<file path="src/rtl/itxc_pkg.sv">
// constants, types and helpers shared by the inductive power transmitter controller
// assumes a single 50 MHz system clock

package itxc_pkg;

  // ****************************************************************
  // clock and timing
  // ****************************************************************
  localparam int CLK_HZ = 50_000_000;
  localparam int CLK_MHZ = CLK_HZ / 1_000_000;
  localparam int PING_WAIT_US = 70_000;
  localparam int POWER_OFF_US = 10_000;
  localparam int PING_WAIT_CYC = PING_WAIT_US * CLK_MHZ;
  localparam int POWER_OFF_CYC = POWER_OFF_US * CLK_MHZ;

  // ****************************************************************
  // widths and limits of the inverter drive
  // ****************************************************************
  localparam int FREQ_W = 18;
  localparam int DUTY_W = 10;
  localparam int CUR_W = 16;
  localparam int CURRENT_LSB_UA = 5000;
  localparam logic [FREQ_W-1:0] FREQ_MIN_HZ = 18'h1ADB0;  // 110 kHz
  localparam logic [FREQ_W-1:0] FREQ_MAX_HZ = 18'h320C8;  // 205 kHz
  localparam logic [FREQ_W-1:0] PING_FREQ_HZ = 18'h22AB0; // 142 kHz
  localparam logic [DUTY_W-1:0] DUTY_MIN = 10'h014;       // 2.0 %
  localparam logic [DUTY_W-1:0] DUTY_MAX = 10'h1F4;       // 50.0 %
  localparam logic [DUTY_W-1:0] PING_DUTY = 10'h1F4;      // 50.0 %
  localparam logic signed [19:0] PID_LIMIT = 20'sh04E20;  // 20,000
  // phase increment per Hz, scaled by 2^16; threshold per 0.1 %
  localparam longint INC_MUL = (64'h1 << 48) / CLK_HZ;
  localparam longint DUTY_MUL = (64'h1 << 32) / 1000;

  // ****************************************************************
  // register map
  // ****************************************************************
  localparam logic [7:0] REG_CTRL = 8'h00;
  localparam logic [7:0] REG_TARGET = 8'h04;
  localparam logic [7:0] REG_STEP = 8'h08;
  localparam logic [7:0] REG_STATUS = 8'h0C;
  localparam logic [7:0] REG_FREQ = 8'h10;
  localparam logic [7:0] REG_DUTY = 8'h14;
  localparam logic [7:0] REG_CURRENT = 8'h18;
  localparam logic [7:0] REG_PID = 8'h1C;
  localparam int CTRL_EN_BIT = 0;
  localparam int CTRL_MODE_BIT = 1;
  localparam int CTRL_TWO_BIT = 2;
  localparam int CTRL_RETRY_BIT = 3;
  localparam logic [3:0] CTRL_RST = 4'hC;
  localparam logic [15:0] TARGET_RST = 16'h0000;
  localparam logic [FREQ_W-1:0] STEP_RST = 18'h007D0;    // 2 kHz

  // ****************************************************************
  // types
  // ****************************************************************
  typedef enum logic {ITXC_MODE_FREQ, ITXC_MODE_DUTY} itxc_mode_t;

  typedef struct packed {
    logic [FREQ_W-1:0] freq_hz;
    logic [DUTY_W-1:0] duty;
  } itxc_drive_t;

  typedef struct packed {
    logic leg_a;
    logic leg_b;
  } itxc_bridge_t;

  // limits a signed value to a window
  function automatic logic signed [19:0] itxc_clamp(logic signed [19:0] v,
      logic signed [19:0] lo, logic signed [19:0] hi);
    if (v < lo) begin
      return lo;
    end
    if (v > hi) begin
      return hi;
    end
    return v;
  endfunction

endpackage

</file>
<file path="src/rtl/itxc_tx_ctrl.sv">
// control unit of a two-coil inductive power transmitter
// assumes message decoder and current sense adc run on sys_clk
//
// The implementer's own choices: the address map and the strobed register port.
`timescale 1ns/1ns

module itxc_tx_ctrl #(
  parameter int PING_CYC = itxc_pkg::PING_WAIT_CYC,
  parameter int OFF_CYC = itxc_pkg::POWER_OFF_CYC
) (
  // clock and reset
  input wire logic sys_clk,
  input wire logic nrst,
  // register port
  input wire logic [7:0] addr,
  input wire logic [31:0] wr_data,
  input wire logic wr_en,
  input wire logic rd_en,
  output logic [31:0] rd_data,
  // decoded receiver messages
  input wire logic rx_ss_valid,
  input wire logic [7:0] rx_ss_value,
  input wire logic rx_end_valid,
  // coil current sense
  input wire logic adc_valid,
  input wire logic [itxc_pkg::CUR_W-1:0] adc_code,
  // coil selection and inverter
  output logic upper_coil_switch,
  output logic lower_coil_switch,
  output itxc_pkg::itxc_bridge_t bridge,
  // base station status
  output logic power_active,
  output logic xfer_active,
  output logic [7:0] ss_value
);

  // ****************************************************************
  // declarations
  // ****************************************************************
  typedef enum logic [2:0] {ST_IDLE, ST_SELECT, ST_PING, ST_OFF, ST_XFER} itxc_state_t;

  itxc_state_t state_r;
  itxc_state_t state_nxt;
  logic [31:0] tmr_r;
  logic coil_r;
  logic [3:0] ctrl_r;
  logic [itxc_pkg::CUR_W-1:0] target_r;
  logic [itxc_pkg::FREQ_W-1:0] step_r;
  logic [itxc_pkg::CUR_W-1:0] meas_r;
  itxc_pkg::itxc_drive_t drive_r;
  logic sw_up_r;
  logic sw_lo_r;
  logic pwr_r;
  logic xfer_r;
  logic [7:0] ss_r;
  logic [31:0] rd_r;
  logic en;
  logic two_coils;
  logic retry_en;
  itxc_pkg::itxc_mode_t mode;
  logic pid_upd;
  itxc_pkg::itxc_drive_t pid_drive;
  logic signed [19:0] pid_val;
  logic can_lower;
  itxc_pkg::itxc_bridge_t legs;

  assign en = ctrl_r[itxc_pkg::CTRL_EN_BIT];
  assign two_coils = ctrl_r[itxc_pkg::CTRL_TWO_BIT];
  assign retry_en = ctrl_r[itxc_pkg::CTRL_RETRY_BIT];
  assign mode = ctrl_r[itxc_pkg::CTRL_MODE_BIT] ? itxc_pkg::ITXC_MODE_DUTY
    : itxc_pkg::ITXC_MODE_FREQ;
  // next retry frequency must stay at or above the floor
  assign can_lower = retry_en && (step_r != '0)
    && ({1'b0, drive_r.freq_hz} >= {1'b0, itxc_pkg::FREQ_MIN_HZ} + {1'b0, step_r});

  // ****************************************************************
  // ping and transfer sequencing
  // ****************************************************************
  // next state: select, ping, remove, retry or transfer
  always_comb begin
    state_nxt = state_r;
    unique case (state_r)
      ST_IDLE: begin
        if (en) begin
          state_nxt = ST_SELECT;
        end
      end
      ST_SELECT: begin
        state_nxt = ST_PING;
      end
      ST_PING: begin
        if (rx_ss_valid) begin
          state_nxt = ST_XFER;
        end else if (tmr_r == 32'h00000000) begin
          state_nxt = ST_OFF;
        end
      end
      ST_OFF: begin
        if (tmr_r == 32'h00000000) begin
          state_nxt = ST_SELECT;
        end
      end
      ST_XFER: begin
        if (rx_end_valid) begin
          state_nxt = ST_IDLE;
        end
      end
    endcase
    if (!en) begin
      state_nxt = ST_IDLE;
    end
  end

  // state register
  always_ff @(posedge sys_clk or negedge nrst) begin
    if (!nrst) begin
      state_r <= ST_IDLE;
    end else begin
      state_r <= state_nxt;
    end
  end

  // ping window and power-off gap timer
  always_ff @(posedge sys_clk or negedge nrst) begin
    if (!nrst) begin
      tmr_r <= 32'h00000000;
    end else if (state_r == ST_SELECT) begin
      tmr_r <= 32'(PING_CYC - 1);
    end else if (state_r == ST_PING && state_nxt == ST_OFF) begin
      tmr_r <= 32'(OFF_CYC - 1);
    end else if (tmr_r != 32'h00000000) begin
      tmr_r <= tmr_r - 32'h00000001;
    end
  end

  // coil under trial: upper first, lower only when fitted
  always_ff @(posedge sys_clk or negedge nrst) begin
    if (!nrst) begin
      coil_r <= 1'b0;
    end else if (state_r == ST_IDLE || !two_coils) begin
      coil_r <= 1'b0;
    end else if (state_r == ST_OFF && state_nxt == ST_SELECT) begin
      coil_r <= !coil_r;
    end
  end

  // inverter setting: ping values, retry steps, controller updates
  always_ff @(posedge sys_clk or negedge nrst) begin
    if (!nrst) begin
      drive_r.freq_hz <= itxc_pkg::PING_FREQ_HZ;
      drive_r.duty <= itxc_pkg::PING_DUTY;
    end else if (state_r == ST_IDLE) begin
      drive_r.freq_hz <= itxc_pkg::PING_FREQ_HZ;
      drive_r.duty <= itxc_pkg::PING_DUTY;
    end else if (state_r == ST_OFF && state_nxt == ST_SELECT) begin
      drive_r.duty <= itxc_pkg::PING_DUTY;
      if (two_coils && !coil_r) begin
        drive_r.freq_hz <= drive_r.freq_hz;
      end else if (can_lower) begin
        drive_r.freq_hz <= drive_r.freq_hz - step_r;
      end else begin
        drive_r.freq_hz <= itxc_pkg::PING_FREQ_HZ;
      end
    end else if (state_r == ST_XFER && pid_upd) begin
      drive_r <= pid_drive;
    end
  end

  // ****************************************************************
  // coil switches and power signal
  // ****************************************************************
  // switches only close while powered; select and off states open both
  always_ff @(posedge sys_clk or negedge nrst) begin
    if (!nrst) begin
      sw_up_r <= 1'b0;
      sw_lo_r <= 1'b0;
      pwr_r <= 1'b0;
      xfer_r <= 1'b0;
    end else begin
      pwr_r <= (state_nxt == ST_PING) || (state_nxt == ST_XFER);
      sw_up_r <= ((state_nxt == ST_PING) || (state_nxt == ST_XFER)) && !coil_r;
      sw_lo_r <= ((state_nxt == ST_PING) || (state_nxt == ST_XFER)) && coil_r
        && two_coils;
      xfer_r <= state_nxt == ST_XFER;
    end
  end

  // last signal strength value reported to the base station during a ping
  always_ff @(posedge sys_clk or negedge nrst) begin
    if (!nrst) begin
      ss_r <= 8'h00;
    end else if (state_r == ST_PING && rx_ss_valid) begin
      ss_r <= rx_ss_value;
    end
  end

  // coil current sample, one code per 5 mA or finer
  always_ff @(posedge sys_clk or negedge nrst) begin
    if (!nrst) begin
      meas_r <= '0;
    end else if (adc_valid) begin
      meas_r <= adc_code;
    end
  end

  itxc_pid u_pid (
    .sys_clk(sys_clk),
    .nrst(nrst),
    .sample_valid(adc_valid && state_r == ST_XFER),
    .meas(adc_code),
    .target(target_r),
    .mode(mode),
    .drive_in(drive_r),
    .upd(pid_upd),
    .drive_out(pid_drive),
    .pid_out(pid_val)
  );

  itxc_nco u_nco (
    .sys_clk(sys_clk),
    .nrst(nrst),
    .run(pwr_r),
    .setting(drive_r),
    .legs(legs)
  );

  // ****************************************************************
  // register port
  // ****************************************************************
  // software writable settings
  always_ff @(posedge sys_clk or negedge nrst) begin
    if (!nrst) begin
      ctrl_r <= itxc_pkg::CTRL_RST;
      target_r <= itxc_pkg::TARGET_RST;
      step_r <= itxc_pkg::STEP_RST;
    end else if (wr_en) begin
      if (addr == itxc_pkg::REG_CTRL) begin
        ctrl_r <= wr_data[3:0];
      end
      if (addr == itxc_pkg::REG_TARGET) begin
        target_r <= wr_data[itxc_pkg::CUR_W-1:0];
      end
      if (addr == itxc_pkg::REG_STEP) begin
        step_r <= wr_data[itxc_pkg::FREQ_W-1:0];
      end
    end
  end

  // read data one cycle after the strobe, zero otherwise
  always_ff @(posedge sys_clk or negedge nrst) begin
    if (!nrst) begin
      rd_r <= 32'h00000000;
    end else if (rd_en) begin
      case (addr)
        itxc_pkg::REG_CTRL: rd_r <= {28'h0000000, ctrl_r};
        itxc_pkg::REG_TARGET: rd_r <= {16'h0000, target_r};
        itxc_pkg::REG_STEP: rd_r <= {14'h0000, step_r};
        itxc_pkg::REG_STATUS: rd_r <= {16'h0000, ss_r, 2'b00, sw_lo_r, sw_up_r,
          pwr_r, 3'(state_r)};
        itxc_pkg::REG_FREQ: rd_r <= {14'h0000, drive_r.freq_hz};
        itxc_pkg::REG_DUTY: rd_r <= {22'h000000, drive_r.duty};
        itxc_pkg::REG_CURRENT: rd_r <= {16'h0000, meas_r};
        itxc_pkg::REG_PID: rd_r <= 32'(pid_val);
        default: rd_r <= 32'h00000000;
      endcase
    end else begin
      rd_r <= 32'h00000000;
    end
  end

  assign rd_data = rd_r;
  assign upper_coil_switch = sw_up_r;
  assign lower_coil_switch = sw_lo_r;
  assign bridge = legs;
  assign power_active = pwr_r;
  assign xfer_active = xfer_r;
  assign ss_value = ss_r;
endmodule

</file>
<file path="src/rtl/itxc_nco.sv">
// full-bridge waveform generator: phase accumulator with duty compare
// assumes frequency and duty arrive already clamped, same clock domain
`timescale 1ns/1ns

module itxc_nco (
  // clock and reset
  input wire logic sys_clk,
  input wire logic nrst,
  // drive setting
  input wire logic run,
  input itxc_pkg::itxc_drive_t setting,
  // bridge legs
  output itxc_pkg::itxc_bridge_t legs
);

  // ****************************************************************
  // phase accumulation
  // ****************************************************************
  logic [31:0] phase_r;
  logic [31:0] inc;
  logic [31:0] thr;
  logic [31:0] phase_b;
  itxc_pkg::itxc_bridge_t legs_r;

  // about 0.012 Hz per increment step, 0.1 % per duty step
  assign inc = 32'((64'(setting.freq_hz) * itxc_pkg::INC_MUL) >> 16);
  assign thr = 32'(64'(setting.duty) * itxc_pkg::DUTY_MUL);
  assign phase_b = phase_r + 32'h80000000;

  // phase restarts when power is removed
  always_ff @(posedge sys_clk or negedge nrst) begin
    if (!nrst) begin
      phase_r <= 32'h00000000;
    end else if (!run) begin
      phase_r <= 32'h00000000;
    end else begin
      phase_r <= phase_r + inc;
    end
  end

  // leg a on first half, leg b on second half
  always_ff @(posedge sys_clk or negedge nrst) begin
    if (!nrst) begin
      legs_r <= '0;
    end else begin
      legs_r.leg_a <= run && (phase_r < thr);
      legs_r.leg_b <= run && (phase_b < thr);
    end
  end

  assign legs = legs_r;
endmodule

</file>
<file path="src/rtl/itxc_pid.sv">
// current loop controller, proportional gain one, output limited and scaled
// assumes one current sample per valid pulse, same clock domain
`timescale 1ns/1ns

module itxc_pid (
  // clock and reset
  input wire logic sys_clk,
  input wire logic nrst,
  // sample and setpoint
  input wire logic sample_valid,
  input wire logic [itxc_pkg::CUR_W-1:0] meas,
  input wire logic [itxc_pkg::CUR_W-1:0] target,
  input itxc_pkg::itxc_mode_t mode,
  input itxc_pkg::itxc_drive_t drive_in,
  // result
  output logic upd,
  output itxc_pkg::itxc_drive_t drive_out,
  output logic signed [19:0] pid_out
);

  // ****************************************************************
  // error, limit and apply
  // ****************************************************************
  logic signed [19:0] err;
  logic signed [19:0] ctl;
  logic signed [19:0] f_new;
  logic signed [19:0] d_new;
  logic upd_r;
  itxc_pkg::itxc_drive_t drive_r;
  logic signed [19:0] pid_r;

  // positive error asks for more current, so more power
  assign err = 20'(signed'({1'b0, target})) - 20'(signed'({1'b0, meas}));
  assign ctl = itxc_pkg::itxc_clamp(err, -itxc_pkg::PID_LIMIT, itxc_pkg::PID_LIMIT);
  // frequency: 1 Hz per unit, lower frequency for more power
  assign f_new = itxc_pkg::itxc_clamp(20'(signed'({2'b00, drive_in.freq_hz})) - ctl,
    20'(signed'({2'b00, itxc_pkg::FREQ_MIN_HZ})),
    20'(signed'({2'b00, itxc_pkg::FREQ_MAX_HZ})));
  // duty: 0.1 % per unit, higher duty for more power
  assign d_new = itxc_pkg::itxc_clamp(20'(signed'({10'h000, drive_in.duty})) + ctl,
    20'(signed'({10'h000, itxc_pkg::DUTY_MIN})),
    20'(signed'({10'h000, itxc_pkg::DUTY_MAX})));

  // one update per sample, only the selected variable moves
  always_ff @(posedge sys_clk or negedge nrst) begin
    if (!nrst) begin
      upd_r <= 1'b0;
      drive_r <= '0;
      pid_r <= 20'sh00000;
    end else begin
      upd_r <= sample_valid;
      if (sample_valid) begin
        pid_r <= ctl;
        drive_r <= drive_in;
        if (mode == itxc_pkg::ITXC_MODE_FREQ) begin
          drive_r.freq_hz <= f_new[itxc_pkg::FREQ_W-1:0];
        end else begin
          drive_r.duty <= d_new[itxc_pkg::DUTY_W-1:0];
        end
      end
    end
  end

  assign upd = upd_r;
  assign drive_out = drive_r;
  assign pid_out = pid_r;
endmodule

</file>
<file path="config.mk">
export PLATFORM = sky130hd
export DESIGN_NAME = itxc_tx_ctrl
export DESIGN_NICKNAME = d
export VERILOG_FILES = /design/src/rtl/itxc_pkg.sv /design/src/rtl/itxc_tx_ctrl.sv /design/src/rtl/itxc_nco.sv /design/src/rtl/itxc_pid.sv
export SDC_FILE = /design/constraint.sdc
export NUM_CORES = 1
export LEC_CHECK = 0
export BUFFER_PORTS_ARGS = -buffer_cell sky130_fd_sc_hd__buf_2
export CAP_MARGIN = 20
export CORE_MARGIN = 2
export CORE_UTILIZATION = 58
export CTS_CLUSTER_DIAMETER = 60
export DETAILED_ROUTE_END_ITERATION = 16
export GPL_TIMING_DRIVEN = 0
export PLACE_DENSITY = 0.78
export RECOVER_POWER = 25
export SLEW_MARGIN = 20
export SYNTH_ARGS = -nofsm -noshare
export SYNTH_HDL_FRONTEND = slang
export SYNTH_SLANG_ARGS = --single-unit
export TNS_END_PERCENT = 30
</file>
<file path="constraint.sdc">
create_clock -name sys_clk -period 9 [get_ports sys_clk]
set_clock_uncertainty 0.15 [all_clocks]
set_input_delay 0.45 -clock sys_clk [delete_from_list [all_inputs] [get_ports sys_clk]]
set_output_delay 0.45 -clock sys_clk [all_outputs]
set_load 0.01 [all_outputs]
</file>
Word level (Yosys, flattened, before mapping)

Cells that the tools add are included.

$add $sub $neg: 8
Multiply operators: 2
Divide/modulo/power cells: 0
Order comparisons: 9
Eq/ne operators: 16
Shifts and indexed selects: 0
Muxes and demuxes: 43
Bitwise logic cells: 0
Reduce and logical (&&, ||, !) cells: 29

Operators with widths:

| kind                     | number |
|---|---|
| $pmux W32 S8             | 1 |
| $mux W32                 | 5 |
| $mux W18                 | 7 |
| $mux W28                 | 3 |
| $mux W20                 | 4 |
| $lt A32 B32 Y1           | 2 |
| $mux W10                 | 5 |
| $mul A18 B23 Y41 const B | 1 |
| $add A32 B25 Y32         | 1 |
| $add A32 B32 Y32 const B | 1 |
| $eq A8 B5 Y1 const B     | 4 |
| $logic_not A32 Y1        | 1 |
| $mul A10 B23 Y32 const B | 1 |
| $reduce_bool A32 Y1      | 1 |
| $sub A32 B1 Y32 const B  | 1 |
| $add A11 B20 Y20         | 1 |
| $gt A20 B10 Y1 const B   | 1 |
| $gt A20 B16 Y1 const B   | 1 |
| $gt A20 B19 Y1 const B   | 1 |
| $lt A20 B16 Y1 const B   | 1 |
| $lt A20 B18 Y1 const B   | 1 |
| $lt A20 B6 Y1 const B    | 1 |
| $sub A19 B20 Y20         | 1 |
| $add A17 B18 Y19 const A | 1 |
| other kinds (21)         | 60 |

Bits in registers: 245
Bits in latches: 0
Bits in writable memories: 0
ROM bits: 0
Input bits: 71
Word-level logic and storage cells: 129
Memories kept: 0

Depth between registers and ports, before layout

Depth after elaboration: 13
Gate-level depth with buffers: 35
Gate-level depth less buffers: 35

Cells and area by module

A second synthesis with hierarchy kept.

Cell total of the unflattened synthesis: 3032
Area, all modules: 27727.8 µm²

Modules (own cells, without submodules):

| module       | instances | cells an instance | area each (µm²) | seq. area each (µm²) |
|---|---|---|---|---|
| itxc_nco     | 1         | 1595              | 14331.2         | 850.8 |
| itxc_tx_ctrl | 1         | 803               | 8239.2          | 3779.9 |
| itxc_pid     | 1         | 634               | 5157.4          | 1151.1 |

Worst setup path after synthesis

OpenSTA, ideal clock, no wires.

Kind: register to register
From: reg drive_r[23] (netlist bit)
To: reg u_nco.phase_r[22]
Setup time: 119 ps
Data arrival time: 8334 ps
Data required time: 8731 ps
Setup slack: 397 ps
Cell stages (with the launch flop): 29
Buffers on the path: 0
Period minus slack after synthesis: 8603 ps
Cells stage by stage: dfstp_2 inv_1 fa_1 fa_1 fa_1 fa_1 inv_1 fa_1 fa_1 ha_1 and3_1 a221oi_1 a21boi_0 a311oi_1 nor2b_1 o21a_1 o21a_1 nor2_1 xnor2_1 ha_1 or3_1 or3_1 o211a_1 o41ai_1 a211oi_1 or3_1 a21oi_1 xnor2_1 and2_1

Word-level cells in the longest chain between the ends: 3

RTL lines:

| what                     | line                | text |
|---|---|---|
| start: declaration       | itxc_tx_ctrl.sv:50  | `itxc_pkg::itxc_drive_t drive_r;` |
| start signal: assignment | itxc_tx_ctrl.sv:165 | `drive_r <= pid_drive;` |
| $mul A18 B23 Y41         | itxc_nco.sv:26      | `assign inc = 32'((64'(setting.freq_hz) * itxc_pkg::INC_MUL) >> 16);` |
| $add A32 B25 Y32         | itxc_nco.sv:37      | `phase_r <= phase_r + inc;` |
| $mux W32                 | itxc_nco.sv:34      | `end else if (!run) begin` |
| end signal: assignment   | itxc_nco.sv:37      |  |
| end: declaration         | itxc_nco.sv:19      | `logic [31:0] phase_r;` |

No other way between the ends.
A chain may end at the register's enable or synchronous reset.

Worst setup path in the final report

Ends and elaborated chain as after synthesis.

==> results by group <==
Place
  • PortBufs: 100
  • Placed instance count: 3502
  • Hpwl dp: 58900 um
  • RePlAce Congestion: 0.959

Final layout
  • Share of cells above drive strength 1: 0.113
  • FF/Latch Area: 5800 um2
  • Fin nets: 3682
  • Commonest non-fill, non-tap cell in the layout: inv_1
  • Final std cells w/o fill: 3618
  • Number of fill cells: 3447
  • Synthesis-to-finish area growth: 12.0%
  • Area of the multi-input gates: 18600 um2
  • Post-layout util: 0.661
  • Commonest non-fill, non-tap cells in the layout: inv_1 (442), ha_1 (397), fa_1 (206)

Floorplan
  • Ports: 117
  • Chip height: 216 um
  • Core box area: 44400 um2
  • Die Wd: 216 um
  • Die area: 46900 um2
  • Initial Utilization: 0.590
  • # rows: 77

Synthesis
  • Synth warnings: 0
  • FFs w/ async S/R, synth: 1.00
  • Synth cell types: 81
  • Synth Cell Area: 26200 um2
  • Mean Syn Cell Area: 9.33 um2
  • Syn Nets: 3486
  • Top FF cell, synth: dfrtp_1
  • Number of synthesized register bits: 229
  • Cells after synthesis: 2807
  • Number of synthesized flops with an enable pin: 0
  • Sequential area share after synthesis: 0.220

Clock network
  • Reg clk slew, reported paths: 70 ps
  • Total CTS buffers: 28
  • Sink Count: 229
  • Clk_lat worst skew: 600 ps
  • Bufs on Longest Clock Path: 3
  • H-tree levels: 1
  • CTS tree: built
  • CTS root buf: clkbuf_16

STA
  • Worst slew pin tran: 3870 ps
  • Min cycle time layout: 8860 ps
  • Worst slew margin: -1.58
  • Maximum operating frequency: 113 MHz
  • Setup TNS: 0 ps
  • Final setup vio count: 0
  • Final slew viol count: 64
  • Endpoints failing hold: 0
  • Unrepaired setup endpoints after global routing: yes
  • Fin crit share: 0.985

Power
  • Worst VDD drop: 0.000607 V
  • PD cells: 251 nW/um2
  • Leak: 14.8 nW

Setup path
  • Worst R2R Setup Slack: 140 ps
  • Worst R2R Start: drive_r[23]$_DFFE_PN1P_
  • Worst path slowest cell: dfstp_4
  • R2R Path End: u_nco.phase_r[22]$_DFF_PN0_
  • CP Max Fanout: 4
  • Crit path from: drive_r[23]$_DFFE_PN1P_
  • Kind of critical path: flop to flop
  • Data arrival time of the critical path: 9170 ps
  • CP dominant cell by count: fa_1
  • Kind of end point of the critical path: flop
  • Startpoint types: flop
  • Max incr delay on CP: 650 ps
  • Crit path required time: 9300 ps
  • Worst Reg-to-Reg Cells: 29

Global route
  • Total gr overflow: 0
  • First-pass GRT wire length: 118000 um
  • Vias in the first global route: 22.4k
  • Initial antenna violation count: 2
  • Largest net degree at the start of global routing: 95
  • GRT Overall Usage: 0.318

Routing
  • DRC viols: 0
  • ANT nets after route: 0
  • Drt total wl: 75500 um
  • Drt initial violations: 1981
  • Vias per cell: 6.08
  • TritonRoute pass-1 iters: 6
  • Via count: 22.0k
  • Drt wl/cell: 20.9 um

Worst hold path
  • Hold EP: target_r[11]$_DFFE_PN0P_
  • Hold/Removal Path Class: primary input to flop
  • Hold depth: 2
  • Hold_sp: wr_data[11]

Status
  • Status: complete, but fails checks
  • Failing checks: capacitance limit, slew limit

Job
  • Total of max-cap violations: 1
through the flow:
| stage | total power, mW | worst slack (ps) | instance area, um2 | hold slack (ps) |
|---|---|---|---|---|
| 2_1_floorplan | 4.58 | 397 | 26200 | 4.41 |
| 3_3_place_gp | 5.52 | -1210 | 27400 | 305 |
| 3_5_place_dp | 5.69 | -1380 | 27500 | 297 |
| 4_1_cts | 7.09 | 8.04 | 29000 | 1.02 |
| 5_1_grt | 7.95 | -136 | 29300 | 5.64 |
| 6_report | 7.37 | 135 | 29300 | 12.0 |
worst max-delay path by stage:
stage,cells past startpoint,end
2_1_floorplan,28,u_nco.phase_r[22]$_DFF_PN0_
5_1_grt,32,u_nco.phase_r[22]$_DFF_PN0_
6_report,29,u_nco.phase_r[22]$_DFF_PN0_
4_1_cts,30,u_nco.phase_r[31]$_DFF_PN0_
3_5_place_dp,29,u_nco.phase_r[31]$_DFF_PN0_
3_3_place_gp,29,u_nco.phase_r[28]$_DFF_PN0_
area by class of cell:
| class | instances | area share |
|---|---|---|
| plain buffers | 68 | 0.0104 |
| flip-flops and latches | 229 | 0.198 |
| clock buffers | 33 | 0.0262 |
| repair buffers | 166 | 0.0385 |
| multi-input cells | 2065 | 0.635 |
| clock inverters | 19 | 0.00951 |
| well taps | 592 | 0.0252 |
| diodes | 1 | 0.0000853 |
| inverters | 445 | 0.0571 |
power breakdown:
group,total [mW],internal [mW],switching (mW)
Clock,1.28,0.765,0.511
Combinational,4.94,2.09,2.85
Sequential,1.15,1.09,0.0678
Total,7.37,3.95,3.42
critical path, delay by kind of cell, from the launching register on:
| family | cells | cell delay, ps |
|---|---|---|
| adders and majority gates | 8 | 3530 |
| DFF | 1 | 650 |
| AOI/OAI and AO/OA | 9 | 2160 |
| xor gates and xnor gates | 2 | 170 |
| and+or+nand+nor | 7 | 1680 |
| buffers and inverters | 3 | 370 |
cell families after synthesis:
family | share of synthesized area
AO/OA/AOI/OAI | 0.157
XOR/XNOR | 0.0468
adder cells (fa/ha/maj) | 0.350
buffers and inverters | 0.0755
flip-flops | 0.220
multiplexers | 0.0284
AND/OR/NAND/NOR | 0.123
layer usage:
metal,share of wire,up-vias,GRT usage
met5,0,-,0
met4,0.040,0,0.121
met3,0.076,209,0.0420
met2,0.48,895,0.537
met1,0.41,10800,0.418
li1,-,10100,-
registers in the layout, summed over array words and instances (netlist names), 3 cells and up:
register         cells
meas_r              16
u_pid.drive_out     28
state_r              3
ss_value             8
u_nco.phase_r       32
u_pid.pid_out       17
drive_r             28
rd_data             19
tmr_r               32
step_r              18
target_r            16
ctrl_r               4
synth_stat cells, types with 6 or more instances:
master / n / area share
inv_1: 445 / 0.064
ha_1: 401 / 0.19
dfrtp_1: 208 / 0.20
fa_1: 207 / 0.16
nand2_1: 163 / 0.023
a21oi_1: 143 / 0.027
o21ai_0: 132 / 0.025
nor2_1: 131 / 0.019
xnor2_1: 103 / 0.034
mux2_2: 63 / 0.027
nor3_1: 60 / 0.011
clkbuf_1: 49 / 0.0070
a21o_1: 47 / 0.013
nand2b_1: 46 / 0.011
nand3_1: 44 / 0.0084
a22oi_1: 42 / 0.012
xor2_1: 37 / 0.012
and2_1: 34 / 0.0081
o21a_1: 34 / 0.0097
nor2b_1: 32 / 0.0076
and3_1: 23 / 0.0055
dfstp_2: 21 / 0.021
o31ai_1: 21 / 0.0060
a31oi_1: 20 / 0.0048
or3_1: 20 / 0.0048
a211oi_1: 19 / 0.0054
or2_2: 17 / 0.0041
o211ai_1: 16 / 0.0046
o21bai_1: 16 / 0.0046
a22o_1: 15 / 0.0050
nor3b_1: 14 / 0.0040
nor4_1: 14 / 0.0033
buf_4: 13 / 0.0037
a211o_1: 12 / 0.0040
nand4_1: 12 / 0.0029
a221oi_1: 8 / 0.0027
a21boi_0: 7 / 0.0020
a221o_1: 6 / 0.0023
what timing repair did:
| action | in CTS | in global routing |
|---|---|---|
| pin swaps | 1 | 15 |
| hold endpoints to repair | 108 | 1 |
| setup endpoints to repair | 21 | 11 |
| resized for setup | 23 | 35 |
| setup buffers | 6 | 19 |
| hold buffers | 37 | 1 |
No activity file was read; power rests on OpenSTA's default activity.
